===== config.mk =====
export PLATFORM = sky130hd
export DESIGN_NAME = uabd_detect
export DESIGN_NICKNAME = d
export VERILOG_FILES = /design/src/shared/uabd_pkg.sv /design/src/design/uabd_sync.sv /design/src/design/uabd_tick.sv /design/src/design/uabd_detect.sv
export SDC_FILE = /design/constraint.sdc
export NUM_CORES = 1
export LEC_CHECK = 0
export ABC_AREA = 1
export BUFFER_PORTS_ARGS = -buffer_cell sky130_fd_sc_hd__buf_2
export CORE_MARGIN = 10
export CORE_UTILIZATION = 40
export DETAILED_ROUTE_END_ITERATION = 7
export PLACE_DENSITY_LB_ADDON = 0.15
export SLEW_MARGIN = 0
export SYNTH_ARGS = -nofsm -noshare
export SYNTH_HDL_FRONTEND = slang
export SYNTH_HIERARCHICAL = 1
export SYNTH_SLANG_ARGS = --single-unit

===== constraint.sdc =====
create_clock -name i_ref_clk -period 2.4 [get_ports i_ref_clk]
set_input_delay 0.36 -clock i_ref_clk [delete_from_list [all_inputs] [get_ports i_ref_clk]]
set_output_delay 0.36 -clock i_ref_clk [all_outputs]
set_load 0.02 [all_outputs]

===== src/shared/uabd_pkg.sv =====
package uabd_pkg;

   // ==========================================
   // counter and divider sizing
   localparam int unsigned CNT_W = 16;
   localparam int unsigned DIV_W = 9;
   localparam logic [CNT_W-1:0] CNT_START = 16'h0001;
   localparam logic [CNT_W-1:0] CNT_ZERO = 16'h0000;
   localparam logic [7:0] HIGH_ZERO = 8'h00;

   // ==========================================
   // auto-baud tick periods in system clocks (Fosc/512, /128, /32)
   localparam logic [DIV_W-1:0] DIV_SLOW = 9'h1ff;
   localparam logic [DIV_W-1:0] DIV_MID = 9'h07f;
   localparam logic [DIV_W-1:0] DIV_FAST = 9'h01f;
   localparam logic [DIV_W-1:0] DIV_ZERO = 9'h000;

   // five rising edges of the sync character, the first starts the count
   localparam logic [2:0] EDGE_LAST = 3'h4;
   localparam logic [2:0] EDGE_ZERO = 3'h0;

   // the serial line idles high
   localparam logic LINE_IDLE = 1'b1;

   typedef enum logic [2:0]
   {
      UABD_IDLE,
      UABD_WAIT_BREAK,
      UABD_WAIT_START,
      UABD_WAIT_RISE,
      UABD_COUNT
   } uabd_state_t;

endpackage : uabd_pkg


===== src/design/uabd_sync.sv =====
`timescale 1ns/1ns
`default_nettype none

module uabd_sync
   import uabd_pkg::*;
(
   // clock and reset
   input wire logic i_ref_clk,
   input wire logic i_rst_n,
   // line in and filtered out
   input wire logic i_line,
   output logic o_line
);

   logic s1;
   logic s2;
   logic s3;
   logic line;
   logic next_line;

   // a change counts once the second and third stages agree
   always_comb
   begin
      next_line = line;
      if (s2 == s3)
      begin
         next_line = s3;
      end
   end

   // reset to idle-high so no false falling edge at release
   always_ff @(posedge i_ref_clk or negedge i_rst_n)
   begin
      if (!i_rst_n)
      begin
         s1 <= LINE_IDLE;
         s2 <= LINE_IDLE;
         s3 <= LINE_IDLE;
         line <= LINE_IDLE;
      end
      else
      begin
         s1 <= i_line;
         s2 <= s1;
         s3 <= s2;
         line <= next_line;
      end
   end

   assign o_line = line;

endmodule : uabd_sync

`default_nettype wire


===== src/design/uabd_tick.sv =====
`timescale 1ns/1ns
`default_nettype none

module uabd_tick
   import uabd_pkg::*;
(
   // clock and reset
   input wire logic i_ref_clk,
   input wire logic i_rst_n,
   // restart and rate select
   input wire logic i_restart,
   input wire logic i_wide_rate_select,
   input wire logic i_fast_rate_select,
   // one-cycle tick at the auto-baud clock rate
   output logic o_tick
);

   logic [DIV_W-1:0] cnt;
   logic [DIV_W-1:0] next_cnt;
   logic [DIV_W-1:0] period;

   // ==========================================
   // tick period select
   function automatic logic [DIV_W-1:0] sel_period(input logic wide, input logic fast);
      logic [1:0] sel;
      sel = {wide, fast};
      case (sel)
         2'h0: sel_period = DIV_SLOW;
         2'h3: sel_period = DIV_FAST;
         default: sel_period = DIV_MID;
      endcase
   endfunction : sel_period

   assign period = sel_period(i_wide_rate_select, i_fast_rate_select);

   always_comb
   begin
      next_cnt = cnt + 9'h001;
      if (i_restart || cnt >= period)
      begin
         next_cnt = DIV_ZERO;
      end
   end

   always_ff @(posedge i_ref_clk or negedge i_rst_n)
   begin
      if (!i_rst_n)
      begin
         cnt <= DIV_ZERO;
      end
      else
      begin
         cnt <= next_cnt;
      end
   end

   assign o_tick = !i_restart && (cnt == period);

endmodule : uabd_tick

`default_nettype wire


===== src/design/uabd_detect.sv =====
`timescale 1ns/1ns
`default_nettype none

// Notes on behaviour
// - A write of one to the arm bit starts calibration, with the line timing the counter.
// - The receiver's main state machine is held idle while calibration runs.
// - Counting begins at the first rising edge after the start bit.
// - At the fifth rising edge counting stops, the arm bit clears and the receive flag sets.
// - Reading the receive holding register clears the receive flag, the value is discarded.
// - Both rate registers form one 16-bit counter during calibration regardless of width mode.
// - The counter advances at one eighth of the normal rate-generator base clock.
// - Auto-baud clock is Fosc/512, Fosc/128 or Fosc/32 by the two rate-select bits.
// - With wake-on-break set, measurement uses the character after the break.
// - The counter starts at one and software may subtract one from the result.
module uabd_detect
   import uabd_pkg::*;
(
   // clock and reset
   input wire logic i_ref_clk,
   input wire logic i_rst_n,
   // receive pin
   input wire logic i_rx,
   // software control of the baud control register
   input wire logic i_autobaud_arm_set,
   input wire logic i_wake_on_break,
   input wire logic i_wide_rate_select,
   input wire logic i_fast_rate_select,
   // software read of the receive holding register
   input wire logic i_receive_holding_read,
   // status
   output logic o_autobaud_arm,
   output logic o_autobaud_mode,
   output logic o_receive_flag,
   output logic o_rx_hold_idle,
   output logic o_low_overflow,
   // measured period
   output logic [7:0] o_rate_count_high,
   output logic [7:0] o_rate_count_low
);

   // ==========================================
   // receive line conditioning
   logic line;
   logic line_q;
   logic rise;
   logic fall;
   logic tick;

   uabd_sync u_sync
   (
      .i_ref_clk(i_ref_clk),
      .i_rst_n(i_rst_n),
      .i_line(i_rx),
      .o_line(line)
   );

   assign rise = line && !line_q;
   assign fall = !line && line_q;

   // ==========================================
   // calibration state
   uabd_state_t state;
   uabd_state_t next_state;
   logic arm;
   logic next_arm;
   logic flag;
   logic next_flag;
   logic hold;
   logic next_hold;
   logic [2:0] edges;
   logic [2:0] next_edges;
   logic [CNT_W-1:0] count;
   logic [CNT_W-1:0] next_count;
   logic ovf;
   logic next_ovf;
   logic done;

   uabd_tick u_tick
   (
      .i_ref_clk(i_ref_clk),
      .i_rst_n(i_rst_n),
      .i_restart(state != UABD_COUNT),
      .i_wide_rate_select(i_wide_rate_select),
      .i_fast_rate_select(i_fast_rate_select),
      .o_tick(tick)
   );

   assign done = (state == UABD_COUNT) && rise && (edges == EDGE_LAST);

   always_comb
   begin
      next_state = state;
      next_arm = arm;
      next_edges = edges;
      next_count = count;
      next_ovf = ovf;
      case (state)
         UABD_IDLE:
         begin
            if (i_autobaud_arm_set)
            begin
               next_arm = 1'b1;
               next_state = i_wake_on_break ? UABD_WAIT_BREAK : UABD_WAIT_START;
            end
         end
         UABD_WAIT_BREAK:
         begin
            // the break ends on its rising edge; the sync start bit follows
            if (rise)
            begin
               next_state = UABD_WAIT_START;
            end
         end
         UABD_WAIT_START:
         begin
            if (fall)
            begin
               next_state = UABD_WAIT_RISE;
            end
         end
         UABD_WAIT_RISE:
         begin
            if (rise)
            begin
               next_count = CNT_START;
               next_edges = EDGE_ZERO + 3'h1;
               next_ovf = 1'b0;
               next_state = UABD_COUNT;
            end
         end
         UABD_COUNT:
         begin
            if (tick)
            begin
               next_count = count + 16'h0001;
               if (count[7:0] == 8'hff)
               begin
                  next_ovf = 1'b1;
               end
            end
            if (rise)
            begin
               next_edges = edges + 3'h1;
            end
            if (done)
            begin
               next_count = count;
               // a tick on the stop edge must not flag a wrap that never lands
               next_ovf = ovf;
               next_arm = 1'b0;
               next_edges = EDGE_ZERO;
               next_state = UABD_IDLE;
            end
         end
         default:
         begin
            next_state = UABD_IDLE;
            next_arm = 1'b0;
         end
      endcase
   end

   always_comb
   begin
      next_flag = flag;
      if (i_receive_holding_read)
      begin
         next_flag = 1'b0;
      end
      if (done)
      begin
         next_flag = 1'b1;
      end
   end

   always_comb
   begin
      next_hold = (next_state != UABD_IDLE);
   end

   always_ff @(posedge i_ref_clk or negedge i_rst_n)
   begin
      if (!i_rst_n)
      begin
         state <= UABD_IDLE;
         arm <= 1'b0;
         flag <= 1'b0;
         hold <= 1'b0;
         edges <= EDGE_ZERO;
         count <= CNT_ZERO;
         ovf <= 1'b0;
         line_q <= LINE_IDLE;
      end
      else
      begin
         state <= next_state;
         arm <= next_arm;
         flag <= next_flag;
         hold <= next_hold;
         edges <= next_edges;
         count <= next_count;
         ovf <= next_ovf;
         line_q <= line;
      end
   end

   // ==========================================
   // outputs, all from flip-flops
   assign o_autobaud_arm = arm;
   assign o_autobaud_mode = hold;
   assign o_receive_flag = flag;
   assign o_rx_hold_idle = hold;
   // overflow visible as nonzero high byte
   assign o_low_overflow = ovf;
   assign o_rate_count_high = count[15:8];
   assign o_rate_count_low = count[7:0];
endmodule : uabd_detect

`default_nettype wire


* After elaboration in Yosys (flattened, before gate mapping)
Index checks and enable logic that the tools add are counted.
Storage, ports and cells: bits in registers 40, word-level logic and storage cells 81, output and inout bits 21
Cells by class: bitwise logic cells 1, magnitude comparators 1, $add $sub $neg 3, mux-type cells 27, eq/ne operators 17, reduce and logical (&&, ||, !) cells 19
Operator list (count):
- $mux 16 | 3
- $pmux 16 s2 | 1
- $mux 3 | 8
- $pmux 9 s2 | 1
- $add 16x1->16 const B | 1
- $pmux 3 s5 | 1
- $ne 2x2->1 const B | 5
- $add 9x1->9 const B | 1
- $eq 9x9->1 | 1
- $ge 9x9->1 | 1
- $mux 9 | 1
- $eq 8x8->1 const B | 1
- $mux 1 | 8
- $eq 3x2->1 const B | 2
- $eq 3x3->1 const B | 2
- $ne 3x3->1 const B | 2
- $pmux 3 s2 | 1
- $reduce_and 3->1 | 2
- $logic_and 1x1->1 | 5
- $reduce_and 5->1 | 1
- $reduce_and 4->1 | 1
- $reduce_bool 2->1 | 2
- $add 3x1->3 const B | 1
- $eq 3x1->1 const B | 1
- other kinds (13) | 15

* Depth between registers and ports, before layout
Gate-level depths: netlist (run 1).
depth after elaboration 7, gate-level depth with buffers 14, mapped depth without buffers 13

* Hierarchy
Netlist (run 1), hierarchy kept.
Modules (own cells, without submodules):
- uabd_detect | area an instance 1611.5 sq um, seq. area each 676.9 sq um, times used 1, cells an instance 210
- uabd_tick | area an instance 579.3 sq um, seq. area each 225.2 sq um, times used 1, cells an instance 70
- uabd_sync | area an instance 121.4 sq um, seq. area each 105.1 sq um, times used 1, cells an instance 8

* Worst setup path before layout (run 1)
Ideal clock, no wire load.
path type in2reg, start input port i_wide_rate_select, end register count[10], stages 14, data required time 2.282 ns, setup slack 0.400 ns, arrival time 1.882 ns, cells stage by stage or2_2 > ha_1 > nand2_1 > a21oi_2 > nand3_2 > nor2_1 > inv_1 > nand2_2 > nand2_2 > nor2_4 > inv_2 > buf_6 > nand2_1 > o21ai_2
Between the ends: word-level cells in the longest chain between the ends 6, elaborated cells on any way between the ends 7, classes of those cells 3 x eq/ne; 1 x mux; 3 x reduce/logical
RTL lines:
- start: declaration | line uabd_detect.sv:26 | input wire logic i_wide_rate_select,
- $eq 2x2->1 or $logic_not 2->1 (tied branches) | line uabd_tick.sv:27 | case (sel)
- $pmux 9 s2 (*) | line uabd_tick.sv:27
- $eq 9x9->1 (*) | line uabd_tick.sv:57 | assign o_tick = !i_restart && (cnt == period);
- $logic_and 1x1->1 (*) | line uabd_tick.sv:57
- net tick | line uabd_detect.sv:47 | logic tick;
- $ne 2x2->1 (no source line) (*)
- $reduce_and 4->1 (no source line) (*)
- end signal: assignment | line uabd_detect.sv:201 | count <= next_count;
- end: declaration | line uabd_detect.sv:72 | logic [CNT_W-1:0] count;
Mark *: on every way through the listed nets, which the timed path passes. The rest lies on a longest branch. A chain may end at the register's enable or synchronous reset.

* Final worst setup path (run 1)
start input port i_wide_rate_select, end register count[14]
The elaborated chain is that of the path after synthesis.

==> summary.txt, run 1 <==
Route
  • Final wirelength: between 4 and 5 mm
  • Via count: approximately 1900
  • DRC viols: 0
  • Initial DRC Count: 75
  • Drt first pass iters: 4
  • WL per Instance: 11.9 microns
  • Post-route ant nets: 0
  • Vias/cell: 4.82

Clock network
  • Setup Buffers After CTS: 0
  • H-tree levels: 2
  • Root Driver: clkbuf_8
  • Number of gates resized after CTS: 0
  • Worst-Skew Late Latency: around 290 ps
  • Num CTS Buffers: 5
  • CTS tree: built
  • CTS Hold Bufs: 0
  • Clock slew at reported path FFs: around 70 ps
  • Sink Count: 40
  • Worst-case clock buffer depth: 2

Setup path
  • CP max-delay cell: or2_2
  • Crit path max fanout: 20
  • Buf/Inv on CP: 3
  • Reg2reg start: u_tick/cnt[7]
  • Flop2flop setup slack: 510 ps
  • Nature of the critical path endpoint: flop
  • R2R Path End: count[14]
  • Max incr delay on CP: about 300 ps
  • CP Data Arrival Time: approximately 2100 ps
  • Setup Crit Path Kind: in2reg
  • Cell family with most CP delay: simple AND/OR/NAND/NOR gates
  • Critical Path, Cell by Cell: buf_2, or2_2, ha_1, nand2_1, a21oi_2, nand3_2, nor2_1, inv_1, nand2_2, nand2_2, nor2_4, inv_2, nand2_1, o21ai_2
  • Type of origin of the critical path: input pin
  • CP Data Required Time: around 2600 ps
  • Cells on worst reg2reg path: 12

Yosys
  • Simple-Gate Fraction of Synth Area: 0.338
  • Syn. warnings: 6
  • Multiplexer share of the synthesized area: 0
  • Post-Synth XOR/XNOR Area: 0.0417
  • Syn avg cell area: 8.03 sq um
  • Sequential area share after synthesis: 0.436
  • Synth Area in Adders: 0.0325
  • Flops & latches, synth: 40
  • Syn Nets: between 300 and 400
  • Synth Area in Compound Gates: 0.0823
  • Main combinational cell family by area after synthesis: simple AND/OR/NAND/NOR gates
  • Syn Inst Count: 288
  • Synth Cell Area: 2310 sq um
  • Synth cell types: 33

STA
  • Fin Clk Skew: ~9.6 ps
  • Worst-Margin Slew: just under 900 ps
  • Tmin final: around 1900 ps
  • Setup TNS: 0 ps
  • # setup viols final: 0
  • Fmax: 518 MHz
  • Worst Slack Setup Final: ~470 ps
  • Pins Over Slew Limit: 0
  • Slew headroom: 0.418
  • Fin crit share: 0.804
  • RSZ-0062 raised after global routing: no
  • Final Hold Vio Count: 0

Place
  • Placed cell area: ~2500 sq um
  • Pre-CTS setup slack: 144 ps
  • Gpl congestion: between 0.8 and 0.9
  • Port Buffers: 28
  • Detailed Place HPWL: roughly 3.5 mm

Global routing
  • Remaining Overflow, GRT: 0
  • Initial antenna violation count: 0
  • First-pass GRT wire length: 8.16 mm
  • Vias in the first global route: 1817
  • Global Route Usage Sum: 0.110
  • Largest net degree at the start of global routing: 41

Power
  • Power per cell area: about 700 nW/um^2
  • Tot Pwr: between 1.5 and 2 mW
  • VDD IR max: 0.392 mV
  • P_leak: 1.27 nW

Worst hold path
  • Worst Hold Class: in2reg
  • Worst min-delay path startpoint: i_rx
  • Worst hold endpoint: u_sync/s1
  • Worst hold stages: 1

Floorplanning
  • FP Rows: 27
  • Die area: 9220 sq um
  • Core footprint: about 5600 sq um
  • I/O pin total: 29
  • Chip width: about 96 microns
  • Initial Util: 0.415
  • Die Y: 96.0 microns

Layout
  • Layout area overhead: 12.7%
  • Utilization after layout: 0.467
  • Number of diodes: 0
  • NumNets Final: between 300 and 400
  • Final instance area: 2610 sq um
  • Layout cells sized above 1: 0.224

Status
  • Status: completed

Flow run
  • Number of max-cap violations: 0
## synth_stat cells
cell type / count / share of area
a21o_2: 1 / 0.0038
a21oi_1: 3 / 0.0065
a21oi_2: 2 / 0.0076
a21oi_4: 1 / 0.0070
buf_2: 1 / 0.0022
buf_4: 2 / 0.0065
buf_6: 2 / 0.0097
dfrtp_1: 35 / 0.38
dfstp_2: 5 / 0.057
ha_1: 6 / 0.032
inv_1: 26 / 0.042
inv_2: 6 / 0.0097
nand2_1: 76 / 0.12
nand2_2: 3 / 0.0081
nand2_4: 1 / 0.0049
nand3_1: 27 / 0.058
nand3_2: 1 / 0.0043
nand3_4: 1 / 0.0076
nand4_1: 10 / 0.027
nor2_1: 39 / 0.063
nor2_2: 3 / 0.0081
nor2_4: 3 / 0.015
nor2_8: 1 / 0.0087
nor3_1: 1 / 0.0022
nor3_2: 1 / 0.0043
o211ai_1: 1 / 0.0032
o21ai_0: 6 / 0.013
o21ai_1: 1 / 0.0022
o21ai_2: 6 / 0.023
o21bai_1: 5 / 0.016
or2_2: 1 / 0.0027
xnor2_1: 3 / 0.011
xor2_1: 8 / 0.030
## cell type report
type                            count  area [sq um]
Timing Repair Buffer               30           155
Fill cell                         578          2970
Tap cell                           72          90.1
Sequential cell                    40          1010
Multi-Input combinational cell    211          1140
Clock buffer                        8          90.1
Inverter                           32           120
## registers in the layout (all words and copies together) (netlist names), 3 cells and up
register / count
state: 3
u_tick/cnt: 9
count: 16
edges: 3
## kinds of logic (layout without fill, tap and decap cells)
family          count (synthesis)  after routing
xor+xnor                       11             11
compound gates                 26             26
fa+ha+maj                       6              6
buf+inv                        37             70
simple gates                  168            168
flops                          40             40
## through the flow
stage	instances	hold slack, ps
floorplan	288	64.4
global placement	385	346
detailed placement	385	349
CTS	393	160
global route	393	159
finish	393	171
## worst max-delay path by stage
stage / startpoint / to / slack, ps / depth (start not counted)
after floorplan: i_wide_rate_select / count[10] / 400 / 14
after global placement: i_wide_rate_select / count[14] / 180 / 14
after detailed placement: i_wide_rate_select / count[14] / 140 / 14
after CTS: i_wide_rate_select / count[14] / 460 / 14
after global routing: u_tick/cnt[0] / count[10] / 270 / 12
final: i_wide_rate_select / count[14] / 470 / 14
## cells in the final DEF, fill, tap and decap left out, drive strengths merged
| cell type | n |
|---|---|
| a21oi | 6 |
| dfstp | 5 |
| buf | 30 |
| nor3 | 2 |
| o21ai | 13 |
| nand4 | 10 |
| nand3 | 29 |
| ha | 6 |
| nor2 | 46 |
| xor2 | 8 |
| o21bai | 5 |
| clkbuf | 8 |
| a21o | 1 |
| nand2 | 80 |
| o211ai | 1 |
| inv | 32 |
| dfrtp | 35 |
| xnor2 | 3 |
| or2 | 1 |
## per-layer routing
metal  part of all wire  track usage
met3              0.064       0.0350
met2               0.46        0.175
met4              0.015       0.0405
met1               0.47        0.136
met5                  0            0
## where the power goes
part / total, mW / leakage (nW) / internal, mW / switching [mW]
logic: 0.586 / 0.697 / 0.175 / 0.410
registers: 0.822 / 0.528 / 0.756 / 0.0657
clock network: 0.453 / 0.0455 / 0.234 / 0.219
total: 1.86 / 1.27 / 1.17 / 0.695
## worst reg2reg max path: stages (launching register included)
cell     delay (ps)
dfrtp_1         440
ha_1            300
nand2_1          70
a21oi_2         120
nand3_2         100
nor2_1          100
inv_1            50
nand2_2          60
nand2_2          60
nor2_4          120
inv_2           180
nand2_1         120
o21ai_2          50
No activity file was read; power rests on OpenSTA's default activity.
==> run 2: changes to the inputs <==
--- a/config.mk
+++ b/config.mk
@@ -5,7 +5,7 @@
 export SDC_FILE = /design/constraint.sdc
 export NUM_CORES = 1
 export LEC_CHECK = 0
-export ABC_AREA = 1
+export ABC_AREA = 0
 export BUFFER_PORTS_ARGS = -buffer_cell sky130_fd_sc_hd__buf_2
 export CORE_MARGIN = 10
 export CORE_UTILIZATION = 40
==> constraint.sdc (replaced) <==
create_clock -name i_ref_clk -period 1.6 [get_ports i_ref_clk]
set_input_delay 0.24 -clock i_ref_clk [delete_from_list [all_inputs] [get_ports i_ref_clk]]
set_output_delay 0.24 -clock i_ref_clk [all_outputs]
set_load 0.02 [all_outputs]
==> summary.txt, run 2 <==
Setup path
  • Crit path max fanout: 15
  • Setup Crit Path Kind: reg2reg
  • CP Data Arrival Time: 2460 ps
  • Critical Path, Cell by Cell: nor3b_4, inv_2, nor4bb_4, and4bb_2, a22oi_4, or4_1, a21oi_1
  • Max incr delay on CP: ~500 ps
  • CP max-delay cell: or4_1
  • CP Data Required Time: 1820 ps
  • Nature of the critical path endpoint: flop
  • Type of origin of the critical path: flop

STA
  • Worst Slack Setup Final: -637 ps
  • Final Hold Vio Count: 0
  • Fin Clk Skew: 12.1 ps
  • Worst-Margin Slew: about 460 ps
  • Fin crit share: 1.40
  • Pins Over Slew Limit: 0
  • Fmax: about 450 MHz
  • Slew headroom: 0.695
  • Tmin final: 2240 ps
  • RSZ-0062 raised after global routing: yes
  • # setup viols final: 28

Flow run
  • Number of max-cap violations: 0

Clock network
  • Root Driver: clkbuf_8
  • Worst-Skew Late Latency: 290 ps
  • Num CTS Buffers: 5
  • Worst-case clock buffer depth: 2
  • H-tree levels: 2
  • Clock slew at reported path FFs: 70 ps
  • Sink Count: 40
  • CTS tree: built

Yosys
  • Synth area leaders: dfrtp_1 (43%), dfstp_2 (6.4%), ha_1 (3.7%)
  • Syn avg cell area: approximately 10 sq um
  • Flops & latches, synth: 40
  • Count leader, synth: dfrtp_1
  • Synth cell types: between 40 and 50
  • Syn Nets: about 220
  • Synth Cell Area: ~2000 sq um
  • Syn. warnings: 6
  • Post-synth EDFFs: 0
  • Share of the synthesized area in the top cell type: 0.429
  • Sequential area share after synthesis: 0.493
  • Syn Inst Count: roughly 200
  • Area leader, netlist: dfrtp_1
  • FFs w/ async S/R, synth: 1.00
  • Dominant synthesized flop cell: dfrtp_1
  • Most frequent cells after synthesis: dfrtp_1 (35), nor2_1 (17), nand2_1 (16)

Floorplanning
  • FP Rows: 25
  • Initial Util: 0.421
  • Core footprint: around 4800 sq um
  • Chip width: 91.5 microns
  • Die area: 8360 sq um
  • I/O pin total: 29
  • Die Y: between 90 and 100 microns

Place
  • Pre-CTS setup slack: -928 ps
  • Gpl congestion: ~0.8
  • Port Buffers: 28
  • Placed Cells: 349
  • Detailed Place HPWL: ~3.8 mm

Power
  • Seq pwr share: 0.458
  • Power per cell area: roughly 870 nW/um^2
  • P_sw: 0.799 mW
  • Clock power frac: 0.246
  • VDD IR max: 0.491 mV
  • P_leak: around 1.3 nW
  • Internal Power: 1.80 mW
  • Comb pwr share: 0.296
  • Sw frac: 0.308
  • Tot Pwr: about 2.6 mW

Global routing
  • Met3 usage: 0.0362
  • Initial antenna violation count: 0
  • Vias in the first global route: 2013
  • Largest net degree at the start of global routing: 23
  • Remaining Overflow, GRT: 0
  • GR met2 Demand/Resource: 0.225
  • Global routing's busiest layer: met2
  • Grt met1 use: 0.142
  • Global Route Usage Sum: 0.128
  • First-pass GRT wire length: between 9 and 10 mm

Worst hold path
  • Worst Hold Class: in2reg

Route
  • Drt first pass iters: 4
  • Final wirelength: about 5 mm
  • Via count: 1886
  • Initial DRC Count: 54
  • Post-route ant nets: 0
  • Vias/cell: just over 5
  • WL per Instance: 14.0 microns
  • DRC viols: 0

Status
  • Failing checks: setup timing
  • Status: finished with violations

Layout
  • Commonest non-fill, non-tap cell in the layout: buf_4
  • Fin cells: about 360
  • NumNets Final: roughly 310
  • Top flop regs: count: 16 flops, u_tick/cnt: 9 flops
  • Number of diodes: 0
  • Layout cells sized above 1: 0.449
  • Commonest cells after routing, fill and taps aside: buf_4 (59), dfrtp_1 (35), buf_2 (28), nor2_1 (16), nand2_1 (13)
  • Top reg by flops: count
  • Max reg flops: 16
  • Layout area overhead: 45.9%
run 2: cell families after synthesis:
group	after synthesis	share of synthesized area
xor+xnor	8	0.0343
mux	2	0.0123
simple gates	80	0.221
compound gates	49	0.159
buf+inv	15	0.0374
fa+ha+maj	7	0.0423
flops	40	0.493
run 2: final cells by class:
class,instances,area [sq um]
multi-input combinational,146,1120
inverter,9,33.8
sequential,40,1010
fill,406,1870
timing repair buffer,93,658
tap,67,83.8
clock buffer,8,80.1
run 2: worst max-delay path: cells and delay by family (launching register included):
| kind | cells | cell delay [ps] |
|---|---|---|
| AND/OR/NAND/NOR | 4 | 1410 |
| AO/OA/AOI/OAI | 2 | 260 |
| buffers and inverters | 1 | 90 |
| flip-flops | 1 | 420 |
run 2: path summary, 6_finish.rpt:
kind | startpoint | end | slack [ps] | depth (start not counted)
worst max-delay path | state[1] | count[5] | -640 | 7
min in group asynchronous | i_rst_n | o_autobaud_mode | 420 | 2
worst min register to register | u_sync/s1 | u_sync/s2 | 360 | 0
max in group asynchronous | i_rst_n | u_tick/cnt[4] | 710 | 3
worst min-delay path | i_rx | u_sync/s1 | 50 | 1
worst max register to register | state[1] | count[5] | -640 | 7
run 2: stage by stage:
stage / utilization / instance area [sq um] / hold slack (ps) / TNS, ps
floorplan: - / 2080 / -55.6 / -8090
global placement: 0.560 / 2710 / 210 / -14240
detailed placement: 0.560 / 2710 / 210 / -15720
CTS: 0.594 / 2880 / 41.5 / -10470
global route: 0.614 / 2980 / 37.6 / -13960
finish: 0.614 / 2980 / 53.2 / -10760
run 2: timing repair:
| action | 4_1_cts | 5_1_grt |
|---|---|---|
| pin swaps | 6 | 6 |
| hold endpoints to repair | 13 | 0 |
| hold buffers | 1 | 0 |
| endpoints found under the setup margin | 27 | 28 |
| setup buffers | 3 | 3 |
| resized for setup | 12 | 19 |
run 2: metal layers:
layer	wire [microns]	vias to the layer above
met5	0	-
li1	-	931
met3	214	11
met4	101	0
met1	2180	918
met2	2600	26
run 2: power by group through the flow:
| stage | Clock (mW) | Sequential (mW) | Combinational (mW) |
|---|---|---|---|
| 4_1_cts | 0.661 | 1.18 | 0.729 |
| 3_5_place_dp | 0 | 1.19 | 0.690 |
| 2_1_floorplan | 0 | 1.25 | 0.317 |
| 5_1_grt | 0.700 | 1.20 | 0.842 |
| 3_3_place_gp | 0 | 1.19 | 0.680 |
| 6_report | 0.638 | 1.19 | 0.768 |
==> run 3: changes to the inputs <==
--- a/config.mk
+++ b/config.mk
@@ -8,7 +8,7 @@
 export ABC_AREA = 0
 export BUFFER_PORTS_ARGS = -buffer_cell sky130_fd_sc_hd__buf_2
 export CORE_MARGIN = 10
-export CORE_UTILIZATION = 40
+export CORE_UTILIZATION = 51
 export DETAILED_ROUTE_END_ITERATION = 7
 export PLACE_DENSITY_LB_ADDON = 0.15
 export SLEW_MARGIN = 0
==> summary.txt, run 3 (synthesis results as in run 2) <==
Worst hold path
  • Worst hold stages: 1
  • Worst Hold Class: in2reg

Floorplanning
  • Die Y: ~83 microns
  • Chip width: roughly 83 microns
  • Initial Util: 0.541
  • I/O pin total: 29
  • FP Rows: 22
  • Die area: between 6000 and 7000 sq um
  • Core footprint: 3770 sq um

Setup path
  • Crit path max fanout: 5
  • CP Data Arrival Time: 2490 ps
  • Setup Crit Path Kind: reg2reg
  • CP Launch Point: state[1]
  • Cells on worst reg2reg path: 7
  • Reg2reg start: state[1]
  • R2R Path End: count[9]
  • Type of origin of the critical path: flop
  • Nature of the critical path endpoint: flop
  • Flop2flop setup slack: -680 ps
  • CP Data Required Time: 1820 ps
  • Crit path capture: count[9]

Layout
  • Top flop regs: count: 16 flops, u_tick/cnt: 9 flops
  • Top reg by flops: count
  • Number of diodes: 0
  • Max reg flops: 16
  • Commonest non-fill, non-tap cell in the layout: buf_4
  • Final instance area: between 3000 and 4000 sq um
  • Layout cells sized above 1: 0.512
  • Commonest cells after routing, fill and taps aside: buf_4 (58), dfrtp_1 (35), buf_2 (28), nor2_1 (17), nand2_1 (14)
  • Fin cells: approximately 350
  • Layout area overhead: 48.8%
  • NumNets Final: 310

Power
  • Sw frac: 0.330
  • Power per cell area: approximately 910 nW/um^2
  • VDD IR max: slightly above 0.8 mV
  • Clock power frac: 0.255
  • Seq pwr share: 0.435
  • Comb pwr share: 0.310
  • P_leak: around 1.4 nW
  • Internal Power: around 1.8 mW
  • P_sw: approximately 0.91 mW

Clock network
  • Root Driver: clkbuf_8
  • Worst-case clock buffer depth: 2
  • CTS tree: built
  • Worst-Skew Late Latency: approximately 300 ps
  • Sink Count: 40
  • Num CTS Buffers: 5
  • Clock slew at reported path FFs: 80 ps
  • H-tree levels: 2

Route
  • Via count: ~2100
  • Initial DRC Count: approximately 220
  • Final wirelength: roughly 6.7 mm
  • Drt first pass iters: 5
  • WL per Instance: 19.5 microns
  • Vias/cell: between 6 and 7
  • DRC viols: 0
  • Post-route ant nets: 0

Global routing
  • Met3 usage: 0.0479
  • Grt met1 use: 0.195
  • First-pass GRT wire length: approximately 10 mm
  • GR met2 Demand/Resource: 0.286
  • Vias in the first global route: 2127
  • Global routing's busiest layer: met2
  • Largest net degree at the start of global routing: 15
  • Initial antenna violation count: 0
  • Remaining Overflow, GRT: 0
  • Global Route Usage Sum: 0.171

Place
  • Detailed Place HPWL: slightly above 4 mm
  • Placed cell area: between 2000 and 3000 sq um
  • Port Buffers: 28
  • Gpl congestion: roughly 0.81
  • Placed Cells: about 320
  • Pre-CTS setup slack: -979 ps

STA
  • Tmin final: around 2300 ps
  • Setup TNS: -11950 ps
  • Fin Clk Skew: slightly below 8 ps
  • Worst-Margin Slew: 350 ps
  • Worst Slack Setup Final: -676 ps
  • Final Hold Vio Count: 0
  • Fmax: about 440 MHz
  • Pins Over Slew Limit: 0
  • # setup viols final: 28
  • Fin crit share: 1.42
  • RSZ-0062 raised after global routing: yes
  • Slew headroom: 0.766

Flow run
  • Number of max-cap violations: 0

Status
  • Status: finished with violations
  • Failing checks: setup timing
==> run 3: cell types whose count changed in the layout (fill, tap and decap cells not counted), moves of 3 or more <==
| cell | delta |
|---|---|
| a21oi_2 | +3 |
| a21oi_1 | -3 |
| o31ai_1 | -3 |
| a22oi_2 | +3 |
| clkbuf_1 | -3 |
==> run 3: through the flow <==
step | total power [mW] | hold WS [ps] | util
floorplan | 1.57 | -55.6 | -
global placement | 1.84 | 134 | 0.698
detailed placement | 1.88 | 142 | 0.698
CTS | 2.64 | 24.8 | 0.763
global route | 2.90 | 23.5 | 0.806
finish | 2.75 | 32.5 | 0.806
==> run 3: critical path, stage by stage (launching register included) <==
cell,delay (ps)
dfrtp_1,410
nor3b_4,280
inv_2,90
nor4bb_4,320
and4bb_4,350
a22oi_4,100
or4_1,440
a21oi_1,200
==> run 3: what timing repair did <==
action | 4_1_cts | 5_1_grt
cloned | 3 | 0
setup buffers | 4 | 5
hold endpoints to repair | 7 | 0
setup endpoints to repair | 27 | 29
pin swaps | 8 | 8
resized for setup | 20 | 28
hold buffers | 1 | 0
==> run 3: worst min path at each step <==
stage / start / endpoint
finish: i_rx / u_sync/s1
global route: i_rx / u_sync/s1
CTS: i_rx / u_sync/s1
detailed placement: i_rst_n / o_autobaud_arm
global placement: i_rst_n / o_autobaud_arm
floorplan: i_rst_n / count[0]
==> run 3: cell type report <==
type                            count  area [sq um]
Multi-Input combinational cell    149          1210
Sequential cell                    40          1010
Fill cell                         230           732
Timing Repair Buffer               91           631
Clock buffer                        6          82.6
Tap cell                           48          60.1
Inverter                            9          33.8
Clock inverter                      2          10.0
==> run 3: power groups by stage <==
stage / combinational (mW) / sequential, mW / clock [mW]
after floorplan: 0.317 / 1.25 / 0
after global placement: 0.648 / 1.19 / 0
after detailed placement: 0.677 / 1.20 / 0
after CTS: 0.741 / 1.18 / 0.719
after global routing: 0.919 / 1.21 / 0.768
final: 0.853 / 1.20 / 0.703
==> run 3: routing by layer <==
metal | part of all wire | vias up
met1 | 0.39 | 1060
met3 | 0.067 | 21
met5 | 0 | -
met4 | 0.030 | 0
met2 | 0.51 | 125
li1 | - | 937
